==> src/pingpong_consts.vh <==
`ifndef PINGPONG_CONSTS_VH
`define PINGPONG_CONSTS_VH

// clock rate and time figures
`define CLK_KHZ           40000
`define TIMEOUT_MS        1000
`define BLINK_HALF_MS     500
`define BLINK_PERIODS     4'h4
`define INIT_CYCLES       8'h10

// register offsets (byte addresses)
`define REG_STATUS        8'h00
`define REG_MASK          8'h04
`define REG_CONFIG        8'h08
`define REG_ERR_COUNT     8'h0C
`define REG_FRAME_COUNT   8'h10
`define REG_CONTROL       8'h14

// status and mask bit positions
`define ST_TIMEOUT        0
`define ST_MISMATCH       1
`define ST_CTRL_ERR       2
`define ST_BUS_OFF        3
`define ST_RX_FRAME       4
`define ST_TX_DONE        5
`define ST_WIDTH          6

// config register fields
`define CFG_ROLE          0
`define CFG_PATTERN       1
`define CFG_RATE_LO       2
`define CFG_RATE_HI       3
`define CFG_BOOT_NVM      4
`define CFG_DONE          5

// control register fields
`define CTL_CLR_COUNTS    0

// reset values
`define STATUS_RESET      6'h00
`define MASK_RESET        6'h00

// payload patterns
`define PATTERN_ALT       32'h55555555
`define PATTERN_ZERO      32'h00000000

// bit rate codes {rate_strap_high, rate_strap_low}
`define RATE_125K         2'h0
`define RATE_250K         2'h1
`define RATE_500K         2'h2
`define RATE_1000K        2'h3

`endif

==> src/strap_sync.v <==
`timescale 1ns/1ps
`default_nettype none

module strap_sync #(
    parameter WIDTH = 6
) (
    input  wire             clk_sys_in,
    input  wire             rst_in,
    input  wire [WIDTH-1:0] async_in,
    output wire [WIDTH-1:0] sync_out
);

    genvar i;

    // two flops per pin; the first stage feeds only the second
    generate
        for (i = 0; i < WIDTH; i = i + 1) begin : g_bit
            reg meta_q;
            reg stable_q;
            always @(posedge clk_sys_in) begin
                if (rst_in) begin
                    meta_q   <= 1'b0;
                    stable_q <= 1'b0;
                end else begin
                    meta_q   <= async_in[i];
                    stable_q <= meta_q;
                end
            end
            assign sync_out[i] = stable_q;
        end
    endgenerate

endmodule

`default_nettype wire

==> src/blink_sequencer.v <==
`timescale 1ns/1ps
`default_nettype none
`include "pingpong_consts.vh"

module blink_sequencer #(
    parameter [31:0] HALF_CYCLES = 32'd20000000
) (
    input  wire clk_sys_in,
    input  wire rst_in,
    input  wire start_in,
    output wire led_out,
    output wire busy_out
);

    reg [31:0] half_cnt_q;
    reg [3:0]  halves_q;
    reg        led_q;

    // runs beside the exchange; a new start restarts the four periods
    always @(posedge clk_sys_in) begin
        if (rst_in) begin
            half_cnt_q <= 32'h00000000;
            halves_q   <= 4'h0;
            led_q      <= 1'b0;
        end else if (start_in) begin
            half_cnt_q <= HALF_CYCLES - 32'h00000001;
            halves_q   <= (`BLINK_PERIODS << 1) - 4'h1;
            led_q      <= 1'b1;
        end else if (led_q || halves_q != 4'h0) begin
            if (half_cnt_q == 32'h00000000) begin
                half_cnt_q <= HALF_CYCLES - 32'h00000001;
                if (halves_q != 4'h0) begin
                    halves_q <= halves_q - 4'h1;
                    led_q    <= ~led_q;
                end else begin
                    led_q    <= 1'b0;
                end
            end else begin
                half_cnt_q <= half_cnt_q - 32'h00000001;
            end
        end
    end

    assign led_out  = led_q;
    assign busy_out = led_q | (halves_q != 4'h0);

endmodule

`default_nettype wire

==> src/can_link_pingpong_tester.v <==
`timescale 1ns/1ps
`default_nettype none
`include "pingpong_consts.vh"

module can_link_pingpong_tester #(
    parameter [31:0] TIMEOUT_CYCLES    = `TIMEOUT_MS * `CLK_KHZ,
    parameter [31:0] BLINK_HALF_CYCLES = `BLINK_HALF_MS * `CLK_KHZ
) (
    input  wire        clk_sys_in,
    input  wire        rst_in,
    input  wire        pattern_select_strap_in,
    input  wire        role_select_strap_in,
    input  wire        rate_strap_high_in,
    input  wire        rate_strap_low_in,
    input  wire        boot_strap_a_in,
    input  wire        boot_strap_b_in,
    output wire        boot_from_nvm_out,
    output wire        can_cfg_valid_out,
    output wire [1:0]  can_rate_sel_out,
    output wire        tx_req_out,
    output wire [31:0] tx_data_out,
    input  wire        tx_done_in,
    input  wire        rx_valid_in,
    input  wire [31:0] rx_data_in,
    input  wire        ctrl_error_in,
    input  wire        ctrl_bus_off_in,
    output wire        error_led_out,
    output wire        bus_off_led_out,
    output wire        master_led_out,
    output wire        irq_out,
    input  wire [7:0]  reg_addr_in,
    input  wire [31:0] reg_wdata_in,
    input  wire        reg_wr_in,
    input  wire        reg_rd_in,
    output wire [31:0] reg_rdata_out
);

    localparam [3:0] ST_INIT   = 4'h0;
    localparam [3:0] ST_STRAP  = 4'h1;
    localparam [3:0] ST_PROG   = 4'h2;
    localparam [3:0] ST_M_SEND = 4'h3;
    localparam [3:0] ST_M_WAIT = 4'h4;
    localparam [3:0] ST_S_WAIT = 4'h5;
    localparam [3:0] ST_S_SEND = 4'h6;
    localparam [3:0] ST_CHECK  = 4'h7;

    wire [5:0] straps_sync;
    wire       pattern_s;
    wire       role_s;
    wire       rate_hi_s;
    wire       rate_lo_s;
    wire       boot_a_s;
    wire       boot_b_s;

    reg  [3:0]  state_q;
    reg  [3:0]  state_d;
    reg  [7:0]  init_cnt_q;
    reg         role_q;
    reg         pattern_q;
    reg  [1:0]  rate_q;
    reg         boot_nvm_q;
    reg         cfg_done_q;
    reg         cfg_valid_q;
    reg         tx_req_q;
    reg  [31:0] tx_data_q;
    reg  [31:0] rx_data_q;
    reg         rx_err_q;
    reg  [31:0] timer_q;
    reg         timer_run_q;
    reg         bus_off_prev_q;
    reg  [15:0] err_cnt_q;
    reg  [15:0] frame_cnt_q;
    reg  [5:0]  status_q;
    reg  [5:0]  mask_q;
    reg         irq_q;
    reg  [31:0] rdata_q;
    reg         master_led_q;

    wire        timer_expired;
    wire        start_timer;
    wire        ev_timeout;
    wire        ev_mismatch;
    wire        ev_ctrl_err;
    wire        ev_bus_off;
    wire        ev_rx;
    wire        ev_tx_done;
    wire        any_error;
    wire        rx_accept;
    wire        wr_status;
    wire        wr_mask;
    wire        clr_counts;
    wire [31:0] expected;
    wire [5:0]  events;
    wire [5:0]  status_d;

    // pins come from outside the clock domain
    strap_sync #(
        .WIDTH (6)
    ) u_strap_sync (
        .clk_sys_in (clk_sys_in),
        .rst_in     (rst_in),
        .async_in   ({boot_strap_b_in, boot_strap_a_in, rate_strap_low_in,
                      rate_strap_high_in, role_select_strap_in, pattern_select_strap_in}),
        .sync_out   (straps_sync)
    );

    assign pattern_s = straps_sync[0];
    assign role_s    = straps_sync[1];
    assign rate_hi_s = straps_sync[2];
    assign rate_lo_s = straps_sync[3];
    assign boot_a_s  = straps_sync[4];
    assign boot_b_s  = straps_sync[5];

    // payload expected on receive and sent on transmit
    assign expected = pattern_q ? `PATTERN_ZERO : `PATTERN_ALT;

    // frames are only taken while waiting; frames arriving in any other state are ignored
    assign rx_accept = rx_valid_in && (state_q == ST_M_WAIT || state_q == ST_S_WAIT);

    assign timer_expired = timer_run_q && (timer_q == 32'h00000000) && !rx_valid_in;

    // timer loads after each sent frame; slave also reloads on expiry
    assign start_timer = (tx_req_q && tx_done_in)
                       || (state_q == ST_S_WAIT && timer_expired);

    // sequence control
    always @* begin
        state_d = state_q;
        case (state_q)
            ST_INIT: begin
                if (init_cnt_q == `INIT_CYCLES) begin
                    state_d = ST_STRAP;
                end
            end
            ST_STRAP: begin
                state_d = ST_PROG;
            end
            ST_PROG: begin
                state_d = role_q ? ST_M_SEND : ST_S_WAIT;
            end
            ST_M_SEND: begin
                if (tx_req_q && tx_done_in) begin
                    state_d = ST_M_WAIT;
                end
            end
            ST_M_WAIT: begin
                if (rx_accept) begin
                    state_d = ST_CHECK;
                end else if (timer_expired) begin
                    state_d = ST_M_SEND;
                end
            end
            ST_S_WAIT: begin
                if (rx_accept) begin
                    state_d = ST_CHECK;
                end
            end
            ST_S_SEND: begin
                if (tx_req_q && tx_done_in) begin
                    state_d = ST_S_WAIT;
                end
            end
            ST_CHECK: begin
                state_d = role_q ? ST_M_SEND : ST_S_SEND;
            end
            default: begin
                state_d = ST_INIT;
            end
        endcase
    end

    always @(posedge clk_sys_in) begin
        if (rst_in) begin
            state_q <= ST_INIT;
        end else begin
            state_q <= state_d;
        end
    end

    // init delay also lets the strap synchronisers fill
    always @(posedge clk_sys_in) begin
        if (rst_in) begin
            init_cnt_q <= 8'h00;
        end else if (state_q == ST_INIT && init_cnt_q != `INIT_CYCLES) begin
            init_cnt_q <= init_cnt_q + 8'h01;
        end
    end

    // straps latched once; only a reset can sample them again
    always @(posedge clk_sys_in) begin
        if (rst_in) begin
            role_q     <= 1'b0;
            pattern_q  <= 1'b0;
            rate_q     <= `RATE_125K;
            boot_nvm_q <= 1'b0;
            cfg_done_q <= 1'b0;
        end else if (state_q == ST_STRAP && !cfg_done_q) begin
            role_q     <= role_s;
            pattern_q  <= pattern_s;
            rate_q     <= {rate_hi_s, rate_lo_s};
            boot_nvm_q <= boot_a_s & boot_b_s;
            cfg_done_q <= 1'b1;
        end
    end

    // controller programming pulse and master indicator
    always @(posedge clk_sys_in) begin
        if (rst_in) begin
            cfg_valid_q  <= 1'b0;
            master_led_q <= 1'b0;
        end else begin
            cfg_valid_q  <= (state_q == ST_PROG);
            master_led_q <= cfg_done_q & role_q;
        end
    end

    // transmit request held until the controller acknowledges it
    always @(posedge clk_sys_in) begin
        if (rst_in) begin
            tx_req_q  <= 1'b0;
            tx_data_q <= 32'h00000000;
        end else if (tx_req_q) begin
            if (tx_done_in) begin
                tx_req_q <= 1'b0;
            end
        end else if (state_q == ST_M_SEND || state_q == ST_S_SEND) begin
            tx_req_q  <= 1'b1;
            tx_data_q <= expected;
        end
    end

    // capture frame and controller error state at arrival
    always @(posedge clk_sys_in) begin
        if (rst_in) begin
            rx_data_q <= 32'h00000000;
            rx_err_q  <= 1'b0;
        end else if (rx_accept) begin
            rx_data_q <= rx_data_in;
            rx_err_q  <= ctrl_error_in | ctrl_bus_off_in;
        end
    end

    // one-second countdown; stops once a frame is taken
    always @(posedge clk_sys_in) begin
        if (rst_in) begin
            timer_q     <= 32'h00000000;
            timer_run_q <= 1'b0;
        end else if (start_timer) begin
            timer_q     <= TIMEOUT_CYCLES - 32'h00000001;
            timer_run_q <= 1'b1;
        end else if (rx_accept || (state_q == ST_M_WAIT && timer_expired)) begin
            timer_run_q <= 1'b0;
        end else if (timer_run_q && timer_q != 32'h00000000) begin
            timer_q <= timer_q - 32'h00000001;
        end
    end

    // rising edge of bus-off only; bus-off seen at a checked frame counts as a controller error
    always @(posedge clk_sys_in) begin
        if (rst_in) begin
            bus_off_prev_q <= 1'b0;
        end else begin
            bus_off_prev_q <= ctrl_bus_off_in;
        end
    end

    assign ev_timeout  = timer_expired && (state_q == ST_M_WAIT || state_q == ST_S_WAIT);
    assign ev_mismatch = (state_q == ST_CHECK) && (rx_data_q != expected);
    assign ev_ctrl_err = (state_q == ST_CHECK) && rx_err_q;
    assign ev_bus_off  = ctrl_bus_off_in && !bus_off_prev_q;
    assign ev_rx       = rx_accept;
    assign ev_tx_done  = tx_req_q && tx_done_in;
    assign any_error   = ev_timeout | ev_mismatch | ev_ctrl_err;

    // error and frame counters, saturating; software may clear them
    assign clr_counts = reg_wr_in && (reg_addr_in == `REG_CONTROL) && reg_wdata_in[`CTL_CLR_COUNTS];

    always @(posedge clk_sys_in) begin
        if (rst_in) begin
            err_cnt_q   <= 16'h0000;
            frame_cnt_q <= 16'h0000;
        end else begin
            if (any_error && err_cnt_q != 16'hFFFF) begin
                err_cnt_q <= err_cnt_q + 16'h0001;
            end else if (clr_counts) begin
                err_cnt_q <= 16'h0000;
            end
            if (ev_rx && frame_cnt_q != 16'hFFFF) begin
                frame_cnt_q <= frame_cnt_q + 16'h0001;
            end else if (clr_counts) begin
                frame_cnt_q <= 16'h0000;
            end
        end
    end

    // indicator sequencers run beside the exchange, never stalling it
    blink_sequencer #(
        .HALF_CYCLES (BLINK_HALF_CYCLES)
    ) u_error_blink (
        .clk_sys_in (clk_sys_in),
        .rst_in     (rst_in),
        .start_in   (any_error),
        .led_out    (error_led_out),
        .busy_out   ()
    );

    blink_sequencer #(
        .HALF_CYCLES (BLINK_HALF_CYCLES)
    ) u_bus_off_blink (
        .clk_sys_in (clk_sys_in),
        .rst_in     (rst_in),
        .start_in   (ev_bus_off),
        .led_out    (bus_off_led_out),
        .busy_out   ()
    );

    // sticky status; a new event beats a same-cycle write-one clear
    assign events = {ev_tx_done, ev_rx, ev_bus_off, ev_ctrl_err, ev_mismatch, ev_timeout};
    assign wr_status = reg_wr_in && (reg_addr_in == `REG_STATUS);
    assign wr_mask   = reg_wr_in && (reg_addr_in == `REG_MASK);
    assign status_d  = (status_q & ~(wr_status ? reg_wdata_in[`ST_WIDTH-1:0] : 6'h00)) | events;

    always @(posedge clk_sys_in) begin
        if (rst_in) begin
            status_q <= `STATUS_RESET;
            mask_q   <= `MASK_RESET;
            irq_q    <= 1'b0;
        end else begin
            status_q <= status_d;
            if (wr_mask) begin
                mask_q <= reg_wdata_in[`ST_WIDTH-1:0];
            end
            irq_q <= |(status_q & mask_q);
        end
    end

    // read data stand one cycle after the strobe; unmapped reads give zero
    always @(posedge clk_sys_in) begin
        if (rst_in) begin
            rdata_q <= 32'h00000000;
        end else if (reg_rd_in) begin
            case (reg_addr_in)
                `REG_STATUS:      rdata_q <= {26'h0000000, status_q};
                `REG_MASK:        rdata_q <= {26'h0000000, mask_q};
                `REG_CONFIG:      rdata_q <= {26'h0000000, cfg_done_q, boot_nvm_q, rate_q, pattern_q, role_q};
                `REG_ERR_COUNT:   rdata_q <= {16'h0000, err_cnt_q};
                `REG_FRAME_COUNT: rdata_q <= {16'h0000, frame_cnt_q};
                default:          rdata_q <= 32'h00000000;
            endcase
        end else begin
            rdata_q <= 32'h00000000;
        end
    end

    assign boot_from_nvm_out = boot_nvm_q;
    assign can_cfg_valid_out = cfg_valid_q;
    assign can_rate_sel_out  = rate_q;
    assign tx_req_out        = tx_req_q;
    assign tx_data_out       = tx_data_q;
    assign master_led_out    = master_led_q;
    assign irq_out           = irq_q;
    assign reg_rdata_out     = rdata_q;

endmodule

`default_nettype wire

==> config.mk <==
export PLATFORM = sky130hd
export DESIGN_NAME = can_link_pingpong_tester
export DESIGN_NICKNAME = d
export VERILOG_FILES = /design/src/strap_sync.v /design/src/blink_sequencer.v /design/src/can_link_pingpong_tester.v
export VERILOG_INCLUDE_DIRS = /design/src
export SDC_FILE = /design/constraint.sdc
export NUM_CORES = 1
export LEC_CHECK = 0
export ABC_CLOCK_PERIOD_IN_PS = 3300
export BUFFER_PORTS_ARGS = -buffer_cell sky130_fd_sc_hd__buf_4
export CORE_MARGIN = 1
export CORE_UTILIZATION = 57
export DETAILED_ROUTE_END_ITERATION = 8
export HOLD_SLACK_MARGIN = 0.06
export PLACE_DENSITY_LB_ADDON = 0.3
export SLEW_MARGIN = 25
export SYNTH_ARGS = -nofsm -noshare
export SYNTH_HDL_FRONTEND = slang
export SYNTH_SLANG_ARGS = --single-unit
==> constraint.sdc <==
create_clock -name clk_sys_in -period 3.3 [get_ports clk_sys_in]
set_clock_uncertainty 0.15 [all_clocks]
set_input_delay 0.165 -clock clk_sys_in [delete_from_list [all_inputs] [get_ports clk_sys_in]]
set_output_delay 0.165 -clock clk_sys_in [all_outputs]
set_load 0.03 [all_outputs]
==> metrics.txt <==
# TYPE chip_impl_metric gauge
chip_impl_metric{name="detail_route.vias_per_cell",unit=""} 5.69
chip_impl_metric{name="power.share.switching",unit="%"} 34.3
chip_impl_metric{name="post_route_cells_drive_above_1_share",unit="%"} 13.9
chip_impl_metric{name="crit_arrival",unit="ns"} 3.24
chip_impl_info{name="rsz0062_at_grt",value="false"} 1
chip_impl_metric{name="cts-buffers-inserted",unit=""} 24
chip_impl_info{name="critical-path-top-delay-family",value="simple AND/OR/NAND/NOR gates"} 1
chip_impl_metric{name="power.density",unit="nW/um2"} 674
chip_impl_metric{name="final_antenna_net_count",unit=""} 0
chip_impl_metric{name="asyncSetResetFlopFracSynth",unit="%"} 0
chip_impl_metric{name="final_period_minus_worst_setup_slack",unit="ns"} 2.95
chip_impl_metric{name="num_antenna_cells",unit=""} 0
chip_impl_metric{name="floorplan.rows",unit=""} 50
chip_impl_metric{name="timing_max_transition_violations_final",unit=""} 0
chip_impl_metric{name="leakage",unit="uW"} 0.00495
chip_impl_metric{name="design.final.nets",unit=""} 1556
chip_impl_metric{name="dp.final_hpwl",unit="um"} 17000
chip_impl_metric{name="post-route-worst-setup-slack",unit="ns"} 0.345
chip_impl_metric{name="routabilityCongestion",unit=""} 0.858
chip_impl_metric{name="cts_sinks",unit=""} 235
chip_impl_metric{name="synthesis.area_per_instance",unit="um2"} 8.32
chip_impl_metric{name="core",unit="um2"} 18800
chip_impl_info{name="run_status",value="completed"} 1
chip_impl_metric{name="max_slew_margin",unit="%"} 48.3
chip_impl_info{name="path_class",value="flip-flop to flip-flop"} 1
chip_impl_metric{name="count_of_boundary_i_o_pins",unit=""} 159
chip_impl_metric{name="port_buffers",unit=""} 100
chip_impl_metric{name="initial_antenna_violation_count",unit=""} 0
chip_impl_metric{name="maxCapViolCount",unit=""} 0
chip_impl_metric{name="cts.htree.levels",unit=""} 1
chip_impl_metric{name="worstMarginPinSlew",unit="ns"} 0.772
chip_impl_metric{name="worstHoldPathCells",unit=""} 4
chip_impl_metric{name="totalNegativeSetupSlack",unit="ns"} 0
chip_impl_metric{name="crit_path_max_fanout",unit=""} 17
chip_impl_metric{name="yosysWarnings",unit=""} 0
chip_impl_metric{name="syn_std_cell_area",unit="um2"} 11000
chip_impl_metric{name="yosys.cell_types.count",unit=""} 71
chip_impl_metric{name="power.share.clock",unit="%"} 30.6
chip_impl_metric{name="first_global_vias",unit=""} 9280
chip_impl_metric{name="timing.final.setup_violations",unit=""} 0
chip_impl_metric{name="floorplan.initialDensity",unit="%"} 58.4
chip_impl_info{name="crit_path_end_kind",value="flip-flop"} 1
chip_impl_metric{name="critical_path.n_buffers_inverters",unit=""} 2
chip_impl_metric{name="detailedRoute.firstIterationViolations",unit=""} 711
chip_impl_metric{name="area.growth.synth_to_final",unit="%"} 19.8
chip_impl_metric{name="detailroute.via_count",unit=""} 9873
chip_impl_metric{name="fp.dieArea",unit="um2"} 19900
chip_impl_metric{name="clock_insertion_delay_worst_skew",unit="ns"} 0.52
chip_impl_metric{name="reg2regPathDepth",unit=""} 8
chip_impl_metric{name="ctsResizeCount",unit=""} 0
chip_impl_metric{name="drc",unit=""} 0
chip_impl_metric{name="seq_power_share",unit="%"} 37.6
chip_impl_metric{name="postLayoutCoreUtil",unit="%"} 70.0
chip_impl_metric{name="first_pass_iters",unit=""} 6
chip_impl_metric{name="clk_pin_slew",unit="ns"} 0.06
chip_impl_info{name="clk_root_buffer_cell",value="clkbuf_16"} 1
chip_impl_info{name="category_of_the_worst_setup_path_launch_point",value="flip-flop"} 1
chip_impl_metric{name="grt_pass1_wl",unit="um"} 44200
chip_impl_metric{name="total_power",unit="uW"} 8880
chip_impl_metric{name="detail_route.wl_per_cell",unit="um"} 15.4
chip_impl_info{name="crit_path_cell_trace",value="inv_1, or4b_1, a222oi_1, buf_4, a21o_1, o211a_1, nand2b_1, nor2_1"} 1
chip_impl_info{name="min-delay-path-class",value="primary input to flip-flop"} 1
chip_impl_metric{name="final_period_utilization",unit="%"} 89.5
chip_impl_info{name="sink_of_the_worst_hold_path",value="reg_rdata_out[4]"} 1
chip_impl_metric{name="totalWireLength",unit="um"} 26800
chip_impl_metric{name="synth_cells",unit=""} 1323
chip_impl_metric{name="final_hold_viol_count",unit=""} 0
chip_impl_metric{name="share_comb_of_total_power",unit="%"} 31.8
chip_impl_metric{name="fmaxAchievable",unit="GHz"} 0.338
chip_impl_metric{name="grt_util_all_layers",unit="%"} 27.0
chip_impl_info{name="crit_slowest_cell",value="or4b_1"} 1
chip_impl_info{name="worstHoldStart",value="reg_rd_in"} 1
chip_impl_metric{name="grt_max_degree",unit=""} 63
chip_impl_metric{name="internal_reg_to_reg_setup_slack",unit="ns"} 0.35
chip_impl_metric{name="net-switching-power",unit="uW"} 3050
chip_impl_metric{name="power.internal",unit="uW"} 5830
chip_impl_metric{name="finalNonFillerCells",unit=""} 1736
chip_impl_metric{name="dieWidth",unit="um"} 141
chip_impl_metric{name="synth.yosys.seq_area_share",unit="%"} 42.8
chip_impl_metric{name="synth.ff_latch_count",unit=""} 235
chip_impl_metric{name="y_dimension_of_the_die",unit="um"} 141
chip_impl_info{name="yosys_most_used_dff",value="dfxtp_1"} 1
chip_impl_metric{name="remaining_global_route_overflow",unit=""} 0
chip_impl_metric{name="ir_drop",unit="V"} 0.000573
chip_impl_info{name="worstReg2RegEnd",value="u_error_blink.half_cnt_q[15]"} 1
chip_impl_metric{name="clock_path_buffers",unit=""} 3
chip_impl_metric{name="worstPathRequired",unit="ns"} 3.59
chip_impl_info{name="worstReg2RegStart",value="pattern_q"} 1
chip_impl_metric{name="placed_cells",unit=""} 1636
chip_impl_info{name="clock_tree_from_tritoncts",value="yes"} 1
chip_impl_metric{name="cpPeakStageDelay",unit="ns"} 0.53
chip_impl_metric{name="post_synth_edffs",unit=""} 0
chip_impl_metric{name="worst_setup_timing_slack_at_the_placement_stage",unit="ns"} 0.340
chip_impl_metric{name="nFillCells",unit=""} 1449
==> metrics by stage <==
stage	hold slack [ns]	instance area (um2)
6_report	0.119	13200
5_1_grt	0.146	13200
4_1_cts	0.113	13200
3_5_place_dp	0.234	11800
3_3_place_gp	0.225	11800
2_1_floorplan	0.143	11100
==> final cells by class <==
cell class	count	area, um2	share of cell area, %
Clock buffer	34	719	5.46
Clock inverter	10	78.8	0.598
Inverter	27	101	0.769
Multi-Input combinational cell	986	5720	43.4
Sequential cell	235	4700	35.7
Tap cell	260	325	2.47
Timing Repair Buffer	184	1530	11.6
==> how the worst max path moves through the flow <==
stage	endpoint	startpoint	slack, ns	depth (start not counted)
after floorplan	u_bus_off_blink.half_cnt_q[31]	u_bus_off_blink.half_cnt_q[22]	0.63	9
after global placement	u_error_blink.half_cnt_q[26]	pattern_q	0.45	8
after detailed placement	u_error_blink.half_cnt_q[15]	pattern_q	0.34	8
after CTS	u_error_blink.half_cnt_q[15]	pattern_q	0.34	8
after global routing	u_error_blink.half_cnt_q[15]	pattern_q	0.15	8
final	u_error_blink.half_cnt_q[15]	pattern_q	0.35	8
==> cells in the final DEF, fill, tap and decap left out, types with 14 or more instances in the layout <==
cell type      instances
dfxtp_1              235
nor3_1                47
a21oi_1              137
a22oi_1               27
nand2_1              144
clkbuf_16             25
dlygate4sd3_1         56
nor2_1               156
nor4_1                34
nand4_1               18
buf_4                127
inv_1                 27
or3_1                 22
and3_1                14
nand3_1               41
conb_1                32
mux2i_1               16
o21ai_0               37
xor2_1                31
nor2b_1               22
xnor2_1               58
or4_1                 17
==> flip-flops by register name, indices dropped and copies added, names as in the netlist, 4 cells and up <==
register and flops:
u_bus_off_blink.halves_q 4, u_error_blink.halves_q 4, timer_q 32, status_q 6, u_bus_off_blink.half_cnt_q 32, u_error_blink.half_cnt_q 32, err_cnt_q 16, init_cnt_q 8
u_strap_sync.g_bit.meta_q 6, reg_rdata_out 16, rx_data_q 32, frame_cnt_q 16, u_strap_sync.g_bit.stable_q 6, mask_q 6
==> worst min-delay path, cell delays in order <==
cell     delay (ns)
buf_4          0.07
nor2b_1        0.14
o21ai_2        0.23
nor2_1         0.15
==> timing repair <==
item,in CTS,in global routing
buffers inserted,0,0
endpoints found under the hold margin,89,0
hold buffers,56,0
==> cell usage after synthesis (all sizes together) (2+ instances only) <==
master | number | area share, %
a2111oi | 2 | 0.33
a211o | 2 | 0.16
a211oi | 2 | 0.23
a21oi | 138 | 6.3
a22oi | 27 | 1.8
a311oi | 5 | 0.45
a31oi | 11 | 0.63
and2 | 6 | 0.34
and3 | 14 | 0.80
and4 | 2 | 0.16
buf | 60 | 3.8
clkbuf | 46 | 1.6
dfxtp | 235 | 43
ha | 12 | 1.4
inv | 27 | 0.92
mux2 | 6 | 0.61
mux2i | 16 | 1.5
nand2 | 144 | 4.9
nand2b | 11 | 0.63
nand3 | 41 | 1.9
nand3b | 11 | 0.75
nand4 | 18 | 1.0
nand4b | 4 | 0.38
nor2 | 157 | 5.4
nor2b | 22 | 1.3
nor3 | 48 | 2.3
nor3b | 2 | 0.14
nor4 | 36 | 2.2
nor4b | 7 | 0.67
o211a | 2 | 0.18
o211ai | 2 | 0.14
o21a | 2 | 0.14
o21ai | 38 | 1.7
o22a | 6 | 0.48
o22ai | 3 | 0.17
o31ai | 3 | 0.25
or2 | 5 | 0.28
or3 | 25 | 1.5
or4 | 20 | 1.5
or4b | 4 | 0.36
xnor2 | 58 | 4.6
xor2 | 31 | 2.5
==> power groups by stage <==
stage	Sequential [uW]	Combinational, uW	Clock, uW
finish	3340	2820	2720
floorplan	3340	2120	0
global route	3370	3120	2880
CTS	3340	2790	2750
detailed placement	3390	2720	0
global placement	3380	2640	0
==> layer usage <==
| layer | track usage [%] | vias up | wire [um] |
|---|---|---|---|
| met5 | 0 | - | 0 |
| met4 | 9.44 | 0 | 768 |
| met3 | 4.59 | 63 | 1570 |
| met2 | 47.1 | 307 | 13000 |
| met1 | 33.6 | 4665 | 11400 |
| li1 | - | 4838 | - |
==> cell families after synthesis <==
kind of cell	Yosys count	synth area share (%)
xor+xnor	89	7.08
flops	235	42.8
other cells	1	0.0341
simple gates	581	26.8
buf+inv	133	6.32
fa+ha+maj	12	1.36
mux	22	2.07
compound gates	250	13.6
Power figures use the tool's default switching activity.
